[config.mk]
export PLATFORM = sky130hd
export DESIGN_NAME = ppm_port_ctrl
export DESIGN_NICKNAME = d
export VERILOG_FILES = /design/src/include/ppm_pkg.sv /design/src/core/ppm_pin_cell.sv /design/src/core/ppm_port_ctrl.sv /design/src/core/ppm_sync_edge.sv
export SDC_FILE = /design/constraint.sdc
export NUM_CORES = 1
export LEC_CHECK = 0
export BUFFER_PORTS_ARGS = -buffer_cell sky130_fd_sc_hd__clkbuf_2
export CAP_MARGIN = 20
export CORE_AREA = 2 2 65 128
export DETAILED_ROUTE_END_ITERATION = 10
export DIE_AREA = 0 0 67 130
export MAX_ROUTING_LAYER = met4
export PLACE_DENSITY = 0.84
export SKIP_LAST_GASP = 1
export SLEW_MARGIN = 15
export SYNTH_ARGS = -nofsm -noshare
export SYNTH_HDL_FRONTEND = slang
export SYNTH_HIERARCHICAL = 1
export SYNTH_SLANG_ARGS = --single-unit
export TNS_END_PERCENT = 1
[constraint.sdc]
create_clock -name i_clk -period 3.2 [get_ports i_clk]
set_input_delay 0.32 -clock i_clk [delete_from_list [all_inputs] [get_ports i_clk]]
set_output_delay 0.32 -clock i_clk [all_outputs]
set_load 0.01 [all_outputs]
[src/include/ppm_pkg.sv]
// Package: register map, mode codes and signal groups of the port pin block
package ppm_pkg;

    // -----------------------------------------------------------------
    // Register map
    // -----------------------------------------------------------------
    localparam logic [7:0] ADDR_P0_UPPER_MODES = 8'h00AD;
    localparam logic [7:0] ADDR_P1_LOWER_MODES = 8'h00AE;
    localparam logic [7:0] ADDR_P1_UPPER_MODES = 8'h00AF;
    localparam logic [7:0] ADDR_P3_LATCH       = 8'h00B0;
    localparam logic [7:0] ADDR_P3_UPPER_MODES = 8'h00B4;
    localparam logic [7:0] RST_MODES           = 8'h0000;
    localparam logic [7:0] RST_P3_LATCH        = 8'h00FF;

    // -----------------------------------------------------------------
    // Pin mode codes (high bit, low bit)
    // -----------------------------------------------------------------
    localparam logic [1:0] MODE_QUASI     = 2'h0;
    localparam logic [1:0] MODE_PUSH_PULL = 2'h1;
    localparam logic [1:0] MODE_OPEN_DRN  = 2'h2;
    localparam logic [1:0] MODE_INPUT     = 2'h3;

    // -----------------------------------------------------------------
    // Port 3 bit positions
    // -----------------------------------------------------------------
    localparam int P3_RXD = 0;
    localparam int P3_TXD = 1;
    localparam int P3_IRQ0 = 2;
    localparam int P3_IRQ1 = 3;
    localparam int P3_CNT0 = 4;
    localparam int P3_CNT1 = 5;
    localparam int P3_WRS = 6;
    localparam int P3_RDS = 7;

    // Register write strobe group
    typedef struct packed {
        logic       wr;
        logic       rd;
        logic [7:0] addr;
        logic [7:0] wdata;
    } ppm_sfr_req_t;

    // Alternate function drive from peripherals (value, use)
    typedef struct packed {
        logic rd_strobe_n;
        logic wr_strobe_n;
        logic txd;
        logic rxd_out;
        logic rxd_out_en;
    } ppm_alt_t;

endpackage : ppm_pkg
[src/core/ppm_pin_cell.sv]
// Single pad cell: decodes a two-bit mode into output and enable
`timescale 1ns/1ps
`default_nettype none
module ppm_pin_cell (
    // Control
    input  wire logic [1:0] i_mode,
    input  wire logic       i_value,
    // Pad
    output logic            o_out,
    output logic            o_oe_n
);
    // Quasi and open drain only drive low; push-pull drives both levels
    always_comb begin
        o_out  = i_value;
        o_oe_n = 1'b1;
        case (i_mode)
            ppm_pkg::MODE_QUASI:     o_oe_n = i_value;
            ppm_pkg::MODE_PUSH_PULL: o_oe_n = 1'b0;
            ppm_pkg::MODE_OPEN_DRN:  o_oe_n = i_value;
            ppm_pkg::MODE_INPUT:     o_oe_n = 1'b1;
            default:                 o_oe_n = 1'b1;
        endcase
    end
endmodule : ppm_pin_cell
`default_nettype wire

[src/core/ppm_port_ctrl.sv]
// Port mode registers, port 3 latch and alternate-function muxing
//
// Contract
// Two-bit field per pin: quasi, push-pull, open-drain, input only.
// Port 1 lower modes at AEh, reset 00h, pins 1.3..1.0 high to low.
// Port 1 upper modes at AFh, reset 00h, pins 1.7..1.4 high to low.
// Port 0 upper modes: pins 0.6, 0.5, 0.4 at bits 5-4, 3-2, 1-0.
// Port 0 also governed by external-access pin and its memory enable.
// Port 3 latch at B0h, reset FFh, one bit per pin.
// Software leaves a one in a latch bit before alternate use.
// Port 3 bit 7 is the active-low external read strobe.
// Port 3 bit 6 is the active-low external write strobe.
// External memory selected enables strobes whatever the latch holds.
// External memory selected overrides port 3 upper modes on strobes.
// Port 3 bit 5 falling edge counts timer 1.
// Port 3 bit 0 receives serial data; bidirectional in mode 0.
// Port 3 bit 4 falling edge counts timer 0.
// Port 3 bits 3, 2 are external interrupt inputs 1, 0.
// Port 3 bit 1 sends serial data, or the mode 0 shift clock.
`timescale 1ns/1ps
`default_nettype none
module ppm_port_ctrl (
    // Clock and reset
    input  wire logic                 i_clk,
    input  wire logic                 i_rst_n,
    // Special-function register bus
    input  wire ppm_pkg::ppm_sfr_req_t i_sfr,
    output logic [7:0]                o_sfr_rdata,
    output logic                      o_sfr_hit,
    // Memory access control
    input  wire logic                 i_external_access_pin,
    input  wire logic                 i_port0_ext_mem_enable,
    input  wire logic                 i_port2_ext_mem_enable,
    input  wire logic                 i_p0_bus_out,
    input  wire logic [2:0]           i_p0_bus_out_n_unused,
    // Peripheral alternate drive
    input  wire ppm_pkg::ppm_alt_t    i_alt,
    input  wire logic                 i_serial0_mode0,
    input  wire logic [7:0]           i_p0_latch,
    input  wire logic [7:0]           i_p1_latch,
    // Pads: input level, output value, output enable (low drives)
    input  wire logic [2:0]           i_p0_pin,
    input  wire logic [7:0]           i_p1_pin,
    input  wire logic [7:0]           i_p3_pin,
    output logic      [2:0]           o_p0_out,
    output logic      [2:0]           o_p0_oe_n,
    output logic      [7:0]           o_p1_out,
    output logic      [7:0]           o_p1_oe_n,
    output logic      [7:0]           o_p3_out,
    output logic      [7:0]           o_p3_oe_n,
    // Synchronised pin levels to the core
    output logic      [7:0]           o_p1_level,
    output logic      [7:0]           o_p3_level,
    // Peripheral inputs from port 3
    output logic                      o_timer0_count_input,
    output logic                      o_timer1_count_input,
    output logic                      o_ext_irq0_input,
    output logic                      o_ext_irq1_input,
    output logic                      o_ext_irq0_fall,
    output logic                      o_ext_irq1_fall,
    output logic                      o_serial0_receive_pin
);
    // -----------------------------------------------------------------
    // Register file
    // -----------------------------------------------------------------
    logic [7:0] p0_upper_modes_r, p0_upper_modes_nxt;
    logic [7:0] port1_lower_pin_modes_r, port1_lower_pin_modes_nxt;
    logic [7:0] port1_upper_pin_modes_r, port1_upper_pin_modes_nxt;
    logic [7:0] port3_data_latch_r, port3_data_latch_nxt;
    logic [7:0] port3_upper_pin_modes_r, port3_upper_pin_modes_nxt;

    // Write decode
    always_comb begin
        p0_upper_modes_nxt        = p0_upper_modes_r;
        port1_lower_pin_modes_nxt = port1_lower_pin_modes_r;
        port1_upper_pin_modes_nxt = port1_upper_pin_modes_r;
        port3_data_latch_nxt      = port3_data_latch_r;
        port3_upper_pin_modes_nxt = port3_upper_pin_modes_r;
        if (i_sfr.wr) begin
            case (i_sfr.addr)
                ppm_pkg::ADDR_P0_UPPER_MODES:
                    p0_upper_modes_nxt = i_sfr.wdata;
                ppm_pkg::ADDR_P1_LOWER_MODES:
                    port1_lower_pin_modes_nxt = i_sfr.wdata;
                ppm_pkg::ADDR_P1_UPPER_MODES:
                    port1_upper_pin_modes_nxt = i_sfr.wdata;
                ppm_pkg::ADDR_P3_LATCH:
                    port3_data_latch_nxt = i_sfr.wdata;
                ppm_pkg::ADDR_P3_UPPER_MODES:
                    port3_upper_pin_modes_nxt = i_sfr.wdata;
                default: ;
            endcase
        end
    end

    // Register stage
    always_ff @(posedge i_clk or negedge i_rst_n) begin
        if (!i_rst_n) begin
            p0_upper_modes_r        <= ppm_pkg::RST_MODES;
            port1_lower_pin_modes_r <= ppm_pkg::RST_MODES;
            port1_upper_pin_modes_r <= ppm_pkg::RST_MODES;
            port3_data_latch_r      <= ppm_pkg::RST_P3_LATCH;
            port3_upper_pin_modes_r <= ppm_pkg::RST_MODES;
        end else begin
            p0_upper_modes_r        <= p0_upper_modes_nxt;
            port1_lower_pin_modes_r <= port1_lower_pin_modes_nxt;
            port1_upper_pin_modes_r <= port1_upper_pin_modes_nxt;
            port3_data_latch_r      <= port3_data_latch_nxt;
            port3_upper_pin_modes_r <= port3_upper_pin_modes_nxt;
        end
    end

    // -----------------------------------------------------------------
    // Pin synchronisers
    // -----------------------------------------------------------------
    logic [7:0] p3_fall;
    logic [7:0] p1_fall_unused;

    ppm_sync_edge #(.W(8)) u_p3_sync (
        .i_clk   (i_clk),
        .i_rst_n (i_rst_n),
        .i_pin   (i_p3_pin),
        .o_level (o_p3_level),
        .o_fall  (p3_fall)
    );

    ppm_sync_edge #(.W(8)) u_p1_sync (
        .i_clk   (i_clk),
        .i_rst_n (i_rst_n),
        .i_pin   (i_p1_pin),
        .o_level (o_p1_level),
        .o_fall  (p1_fall_unused)
    );

    // Read mux: latch reads back latch, pins are on o_p3_level
    always_comb begin
        o_sfr_hit   = 1'b1;
        o_sfr_rdata = 8'h0000;
        case (i_sfr.addr)
            ppm_pkg::ADDR_P0_UPPER_MODES: o_sfr_rdata = p0_upper_modes_r;
            ppm_pkg::ADDR_P1_LOWER_MODES: o_sfr_rdata = port1_lower_pin_modes_r;
            ppm_pkg::ADDR_P1_UPPER_MODES: o_sfr_rdata = port1_upper_pin_modes_r;
            ppm_pkg::ADDR_P3_LATCH:       o_sfr_rdata = port3_data_latch_r;
            ppm_pkg::ADDR_P3_UPPER_MODES: o_sfr_rdata = port3_upper_pin_modes_r;
            default:                      o_sfr_hit   = 1'b0;
        endcase
    end

    // -----------------------------------------------------------------
    // Port 1: eight cells, latch value from the core
    // -----------------------------------------------------------------
    logic [15:0] p1_modes;
    assign p1_modes = {port1_upper_pin_modes_r, port1_lower_pin_modes_r};

    for (genvar g = 0; g < 8; g++) begin : g_p1
        ppm_pin_cell u_cell (
            .i_mode  (p1_modes[2*g +: 2]),
            .i_value (i_p1_latch[g]),
            .o_out   (o_p1_out[g]),
            .o_oe_n  (o_p1_oe_n[g])
        );
    end

    // -----------------------------------------------------------------
    // Port 0 upper pins 0.4 to 0.6
    // -----------------------------------------------------------------
    logic       p0_ext_mem;
    logic [2:0] p0_cell_out, p0_cell_oe_n;
    assign p0_ext_mem = ~i_external_access_pin | i_port0_ext_mem_enable;

    for (genvar g = 0; g < 3; g++) begin : g_p0
        ppm_pin_cell u_cell (
            .i_mode  (p0_upper_modes_r[2*g +: 2]),
            .i_value (i_p0_latch[4+g]),
            .o_out   (p0_cell_out[g]),
            .o_oe_n  (p0_cell_oe_n[g])
        );
    end

    // External memory takes the port 0 pins as a bus
    always_comb begin
        o_p0_out  = p0_cell_out;
        o_p0_oe_n = p0_cell_oe_n;
        if (p0_ext_mem) begin
            o_p0_out  = {3{i_p0_bus_out}} ^ i_p0_bus_out_n_unused;
            o_p0_oe_n = 3'h0;
        end
    end

    // -----------------------------------------------------------------
    // Port 3 alternate functions
    // -----------------------------------------------------------------
    logic       ext_mem_sel;
    logic [7:0] p3_value;
    logic [7:0] p3_cell_out, p3_cell_oe_n;
    logic [15:0] p3_modes;
    assign ext_mem_sel = p0_ext_mem | i_port2_ext_mem_enable;
    assign p3_modes    = {port3_upper_pin_modes_r, ppm_pkg::RST_MODES};

    // Alternate output ANDs with latch, so a zero latch blocks it
    always_comb begin
        p3_value = port3_data_latch_r;
        p3_value[ppm_pkg::P3_TXD] = port3_data_latch_r[ppm_pkg::P3_TXD]
                                    & i_alt.txd;
        // Receive pin only turns driver in serial mode 0
        p3_value[ppm_pkg::P3_RXD] = port3_data_latch_r[ppm_pkg::P3_RXD]
            & (~(i_alt.rxd_out_en & i_serial0_mode0)
               | i_alt.rxd_out);
        p3_value[ppm_pkg::P3_RDS] = port3_data_latch_r[ppm_pkg::P3_RDS]
                                    & i_alt.rd_strobe_n;
        p3_value[ppm_pkg::P3_WRS] = port3_data_latch_r[ppm_pkg::P3_WRS]
                                    & i_alt.wr_strobe_n;
    end

    for (genvar g = 0; g < 8; g++) begin : g_p3
        ppm_pin_cell u_cell (
            .i_mode  (p3_modes[2*g +: 2]),
            .i_value (p3_value[g]),
            .o_out   (p3_cell_out[g]),
            .o_oe_n  (p3_cell_oe_n[g])
        );
    end

    // Strobe pins are pushed by the memory interface when selected
    always_comb begin
        o_p3_out  = p3_cell_out;
        o_p3_oe_n = p3_cell_oe_n;
        if (ext_mem_sel) begin
            o_p3_out[ppm_pkg::P3_RDS]  = i_alt.rd_strobe_n;
            o_p3_out[ppm_pkg::P3_WRS]  = i_alt.wr_strobe_n;
            o_p3_oe_n[ppm_pkg::P3_RDS] = 1'b0;
            o_p3_oe_n[ppm_pkg::P3_WRS] = 1'b0;
        end
    end

    // Inputs to timers, interrupts and serial receiver
    assign o_timer0_count_input  = p3_fall[ppm_pkg::P3_CNT0];
    assign o_timer1_count_input  = p3_fall[ppm_pkg::P3_CNT1];
    assign o_ext_irq0_input      = o_p3_level[ppm_pkg::P3_IRQ0];
    assign o_ext_irq1_input      = o_p3_level[ppm_pkg::P3_IRQ1];
    assign o_ext_irq0_fall       = p3_fall[ppm_pkg::P3_IRQ0];
    assign o_ext_irq1_fall       = p3_fall[ppm_pkg::P3_IRQ1];
    assign o_serial0_receive_pin = o_p3_level[ppm_pkg::P3_RXD];

    // -----------------------------------------------------------------
    // Checks
    // -----------------------------------------------------------------
    p1_reset_a: assert property (@(posedge i_clk)
        $rose(i_rst_n) |-> port1_lower_pin_modes_r == ppm_pkg::RST_MODES)
        else $error("port 1 lower modes not cleared by reset");

    p1u_write_a: assert property (@(posedge i_clk)
        disable iff (!i_rst_n)
        i_sfr.wr && i_sfr.addr == ppm_pkg::ADDR_P1_UPPER_MODES |=>
        port1_upper_pin_modes_r == $past(i_sfr.wdata))
        else $error("port 1 upper modes write lost");

    latch_write_a: assert property (@(posedge i_clk)
        disable iff (!i_rst_n)
        i_sfr.wr && i_sfr.addr == ppm_pkg::ADDR_P3_LATCH |=>
        port3_data_latch_r == $past(i_sfr.wdata))
        else $error("port 3 latch write lost");

    pushpull_a: assert property (@(posedge i_clk)
        disable iff (!i_rst_n)
        p1_modes[1:0] == ppm_pkg::MODE_PUSH_PULL |->
        !o_p1_oe_n[0] && o_p1_out[0] == i_p1_latch[0])
        else $error("push-pull pin not driven");

    input_only_a: assert property (@(posedge i_clk)
        disable iff (!i_rst_n)
        p1_modes[15:14] == ppm_pkg::MODE_INPUT |-> o_p1_oe_n[7])
        else $error("input-only pin driven");

    strobe_force_a: assert property (@(posedge i_clk)
        disable iff (!i_rst_n)
        ext_mem_sel |-> !o_p3_oe_n[7] && o_p3_out[7] == i_alt.rd_strobe_n)
        else $error("read strobe not driven under external memory");

    wr_strobe_a: assert property (@(posedge i_clk)
        disable iff (!i_rst_n)
        ext_mem_sel |-> !o_p3_oe_n[6] && o_p3_out[6] == i_alt.wr_strobe_n)
        else $error("write strobe not driven under external memory");

    t1_count_a: assert property (@(posedge i_clk)
        disable iff (!i_rst_n)
        $fell(o_p3_level[5]) |-> o_timer1_count_input)
        else $error("timer 1 count missed");

    t0_count_a: assert property (@(posedge i_clk)
        disable iff (!i_rst_n)
        o_timer0_count_input |-> $past(o_p3_level[4]) && !o_p3_level[4])
        else $error("timer 0 count without falling edge");

    p0_bus_a: assert property (@(posedge i_clk)
        disable iff (!i_rst_n)
        !i_external_access_pin |-> o_p0_oe_n == 3'h0)
        else $error("port 0 not released to bus");

endmodule : ppm_port_ctrl
`default_nettype wire

[src/core/ppm_sync_edge.sv]
// Two-flop synchroniser with falling-edge pulse
`timescale 1ns/1ps
`default_nettype none
module ppm_sync_edge #(
    parameter int W = 8
) (
    // Clock and reset
    input  wire logic         i_clk,
    input  wire logic         i_rst_n,
    // Pins in, synced level and falling pulse out
    input  wire logic [W-1:0] i_pin,
    output logic      [W-1:0] o_level,
    output logic      [W-1:0] o_fall
);
    logic [W-1:0] meta_r, sync_r, last_r;

    // Synchroniser stages; resets high as pulled-up pins idle high
    always_ff @(posedge i_clk or negedge i_rst_n) begin
        if (!i_rst_n) begin
            meta_r <= '1;
            sync_r <= '1;
            last_r <= '1;
        end else begin
            meta_r <= i_pin;
            sync_r <= meta_r;
            last_r <= sync_r;
        end
    end

    assign o_level = sync_r;
    assign o_fall  = last_r & ~sync_r;
endmodule : ppm_sync_edge
`default_nettype wire

Word-level counts from Yosys, hierarchy flattened

Index checks and enable logic that the tools add are counted.

Register bits after elaboration: 78
Input bits: 68
Output and inout port bits: 70
Logic and storage cells: 130

Equality and inequality tests: 50
Muxes and demuxes: 21
Bitwise operators: 13
Reductions and logical operators: 36

Operators by type and width:

| operator             | number |
|---|---|
| $eq A2 B2 Y1 const B | 30 |
| $pmux W1 S3          | 15 |
| $eq A8 B8 Y1 const B | 5 |
| $pmux W8 S5          | 1 |
| $eq A2 B1 Y1 const B | 15 |
| $logic_not A2 Y1     | 15 |
| $reduce_or A2 Y1     | 15 |
| $reduce_and A2 Y1    | 5 |
| $and A6 B6 Y6        | 1 |
| $mux W3              | 2 |
| $not A6 Y6           | 1 |
| $and A1 B1 Y1        | 5 |
| $reduce_or A5 Y1     | 1 |
| $mux W2              | 2 |
| $or A1 B1 Y1         | 3 |
| $xor A3 B3 Y3        | 1 |
| $not A1 Y1           | 2 |
| $mux W1              | 1 |

Longest topological paths before layout

Depth after elaboration: 4
Depth in mapped cells: 4
Gate-level depth less buffers: 3

Hierarchy

Netlist, hierarchy kept.

Modules (own cells, without submodules):

| module        | times used | cells each | area an instance (µm²) | sequential area each (µm²) |
|---|---|---|---|---|
| ppm_port_ctrl | 1          | 181        | 2223.4                 | 1011.0 |
| ppm_sync_edge | 2          | 32         | 740.7                  | 630.6 |
| ppm_pin_cell  | 19         | 2          | 22.5                   | 0.0 |

Worst setup path before layout

Ideal clock, no wire load.

Path type: in2reg
Start point: in i_sfr[8] in the netlist's numbering
End point: reg port3_data_latch_r[0]
Library setup time: 0.082 ns
Arrival: 1.706 ns
Data required time: 3.118 ns
Slack: 1.412 ns
Stages on the path: 4
Buffers on the path: 1
Cell sequence: or4b_1 buf_2 nor3_4 mux2_2

Longest elaborated chain between the ends: 2

Ends and longest elaborated chain:

| what                        | RTL line             | RTL |
|---|---|---|
| from (decl)                 | ppm_port_ctrl.sv:27  | `input wire ppm_pkg::ppm_sfr_req_t i_sfr,` |
| $eq A8 B8 Y1                | ppm_port_ctrl.sv:80  | `case (i_sfr.addr)` |
| $reduce_and A2 Y1 (no line) | --                   |  |
| to (signal assigned)        | ppm_port_ctrl.sv:102 | `port3_data_latch_r <= ppm_pkg::RST_P3_LATCH;` |
| to (signal assigned)        | ppm_port_ctrl.sv:108 | `port3_data_latch_r <= port3_data_latch_nxt;` |
| to (decl)                   | ppm_port_ctrl.sv:69  | `logic [7:0] port3_data_latch_r, port3_data_latch_nxt;` |

No other way between the ends.
A chain may end at the register's enable or synchronous reset.

Worst setup path in the final report

Start point: in i_sfr[8] in the netlist's numbering
End point: out o_sfr_rdata[6]

Longest elaborated chain between the ends: 2
Elaborated cells between the ends (all ways): 6
Classes of those cells: eq/ne: 5; mux: 1

Ends and longest elaborated chain:

| what            | RTL line             | RTL |
|---|---|---|
| $eq A8 B8 Y1    | ppm_port_ctrl.sv:139 | `case (i_sfr.addr)` |
| $pmux W8 S5 (*) | ppm_port_ctrl.sv:139 |  |
| to (decl)       | ppm_port_ctrl.sv:28  | `output logic [7:0] o_sfr_rdata,` |

Every way passes the cells marked *; elsewhere a longest branch is shown, timed or not.

==> metrics <==
core area=0.00783 mm²; Data arrival, critical path=2.02 ns; result of the run=finished, final reports clean; part of the cycle the worst path needs=between 70% and 80%; switching portion of total power=22.9%; final setup violation count=0; total internal power=about 1800 µW; worst hold path class=in -> reg; timing-limited maximum frequency=428 MHz; final weighted congestion of routability-driven global placement=between 0.8 and 0.9; Hold Path Origin=i_p3_pin[5]; Congestion Overflow GR=0; cts bufs inserted=9; proportion of layout cells with a drive suffix above 1=69.2%; reg2reg start=port1_lower_pin_modes_r[3]; final worst clock skew=0.00221 ns; IR drop worst, VDD=approximately 0.47 mV; biggest fanout along the worst timing path=13; number of buffers on the longest clock path=2; worst-margin pin slew=0.914 ns; netlist area before placement=around 0.0037 mm²; sw power=523 µW; maximum number of pins on one net before global-route repair=77; Crit Path Category=in -> out; DR DRC count=0; count of endpoints failing hold in the final timing report=0; initial antenna violation count=0; fraction of power consumed by the clock network=43.5%; setup slack of the most critical reg-to-reg path=2.40 ns; crit path capture type=primary output; Post-Synthesis Cells=259; Post-CTS Hold Buffers=0; filler cell count=684; timing startpoint of the critical path=i_sfr[8]; Initial Util=between 40% and 50%; core occupancy in the finished layout=around 57%; Detail Route met3 WL=582 µm; Detailed Route Iter0 Violations=98; Hold WS=0.0695 ns; IO Pins=138; worst-skew pair later-pin latency=0.33 ns; total met2 wirelength after detailed routing=3360 µm; detailed-route wire length on metal 1=about 3000 µm; setup tns final=0 ns; post-CTS setup buffers=0; post-detailed-placement half-perimeter wirelength=5160 µm; H-tree depth=3; unrepaired setup endpoints after global routing=false; clk sinks=between 70 and 80; count of nets left with antenna violations after detail routing=0; sequential cell fraction of total power=46.6%; number of vias per cell after detailed routing=5.10; Placement Rows=46; clock slew seen by the registers of the worst setup and hold paths=0.06 ns; final WL=~7000 µm; floorplan die area=0.00871 mm²; vias after detailed routing=about 2,400; max layer used=met4; CTS tree=done; total of max-cap violations=0; cell chosen for the clock root=sky130_fd_sc_hd__clkbuf_16; global-route wire length before repair=10,800 µm; startpoint kind of the worst setup timing path=input port; Max Transition Viols Final=0; count of port buffers added during placement=approximately 130; Die W=about 67 µm; WL/cell=15.0 µm; gr usage total=17.3%; power density cells=512 mW/mm²; Relative slew margins=around two fifths; worst endpoint required time=2.88 ns; n_diodes=0; Chip Height=130 µm; warnings from Yosys=6; share of total power in combinational logic=10.0%; net count of the finished layout=433; cell leakage power=0.00229 µW; number of detailed-route iterations in the first pass=4; area growth from synthesis to layout=22.2%; via count of the first global-routing pass=between 2,000 and 2,500; Tmin final=between 2 and 2.5 ns; total of cells resized after clock tree synthesis=0; Post-Synthesis Mean Instance Area=14.1 µm²
## path summary, 6_finish.rpt
| kind | to | depth (start not counted) |
|---|---|---|
| min | u_p3_sync/meta_r[5] | 1 |
| min reg2reg | u_p3_sync/o_level[2] | 0 |
| max | o_sfr_rdata[6] | 5 |
| min in group asynchronous | port1_lower_pin_modes_r[5] | 1 |
| max in group asynchronous | port3_upper_pin_modes_r[2] | 1 |
| max reg2reg | port1_lower_pin_modes_r[3] | 1 |
## power groups by stage
stage          Sequential [µW]  Combinational [µW]  Clock (µW)
6_report                  1060                 227         993
5_1_grt                   1070                 249        1070
4_1_cts                   1060                 231        1020
3_5_place_dp              1080                 230           0
3_3_place_gp              1080                 226           0
2_1_floorplan             1080                 142           0
## area by class of cell
type | instances | area (µm²) | share of cell area [%]
flip-flops and latches | 76 | 1960 | 43.9
clock inverters | 6 | 73.8 | 1.65
clock buffers | 10 | 229 | 5.13
well taps | 96 | 120 | 2.69
repair buffers | 129 | 651 | 14.6
multi-input cells | 147 | 1420 | 31.9
inverters | 2 | 7.51 | 0.168
## critical path, stage by stage
cell	delay [ns]
sky130_fd_sc_hd__clkbuf_2	0.24
sky130_fd_sc_hd__or4b_1	0.81
sky130_fd_sc_hd__o22a_1	0.29
sky130_fd_sc_hd__o2bb2ai_1	0.17
sky130_fd_sc_hd__clkbuf_2	0.18
## cells in the final DEF (no fill, tap or decap), types with 4 or more instances in the layout
cell / n
sky130_fd_sc_hd__and2_1: 8
sky130_fd_sc_hd__conb_1: 8
sky130_fd_sc_hd__a211o_1: 7
sky130_fd_sc_hd__dfstp_2: 44
sky130_fd_sc_hd__clkbuf_2: 127
sky130_fd_sc_hd__mux2_4: 27
sky130_fd_sc_hd__clkbuf_16: 9
sky130_fd_sc_hd__nor3_1: 15
sky130_fd_sc_hd__dfrtp_1: 32
sky130_fd_sc_hd__clkinv_4: 4
sky130_fd_sc_hd__nor2b_4: 4
sky130_fd_sc_hd__nand2_1: 4
sky130_fd_sc_hd__mux2_2: 34
sky130_fd_sc_hd__mux2i_1: 16
## flip-flops by register name (all words and copies together), names as in the netlist, 8 cells and up
signal                   count
port3_upper_pin_modes_r      8
port1_lower_pin_modes_r      8
u_p1_sync/meta_r             8
u_p1_sync/o_level            8
u_p3_sync/meta_r             8
p0_upper_modes_r             8
port1_upper_pin_modes_r      8
port3_data_latch_r           8
u_p3_sync/o_level            8
## metrics by stage
stage | total power [µW] | area [µm²] | instances | setup slack (ns)
4_1_cts | 2320 | 4460 | 466 | 0.815
3_3_place_gp | 1300 | 4160 | 450 | 0.660
3_5_place_dp | 1310 | 4160 | 450 | 0.626
5_1_grt | 2390 | 4460 | 466 | 0.754
2_1_floorplan | 1220 | 3680 | 266 | 1.41
6_report | 2280 | 4460 | 466 | 0.863
## layer usage
metal / GRT usage, % / vias to the layer above
met3: 4.66 / 12
met1: 22.1 / 1147
li1: - / 1098
met2: 26.4 / 119
met5: - / -
met4: 6.36 / 0
Note: power is estimated with default switching activity, not from simulation.
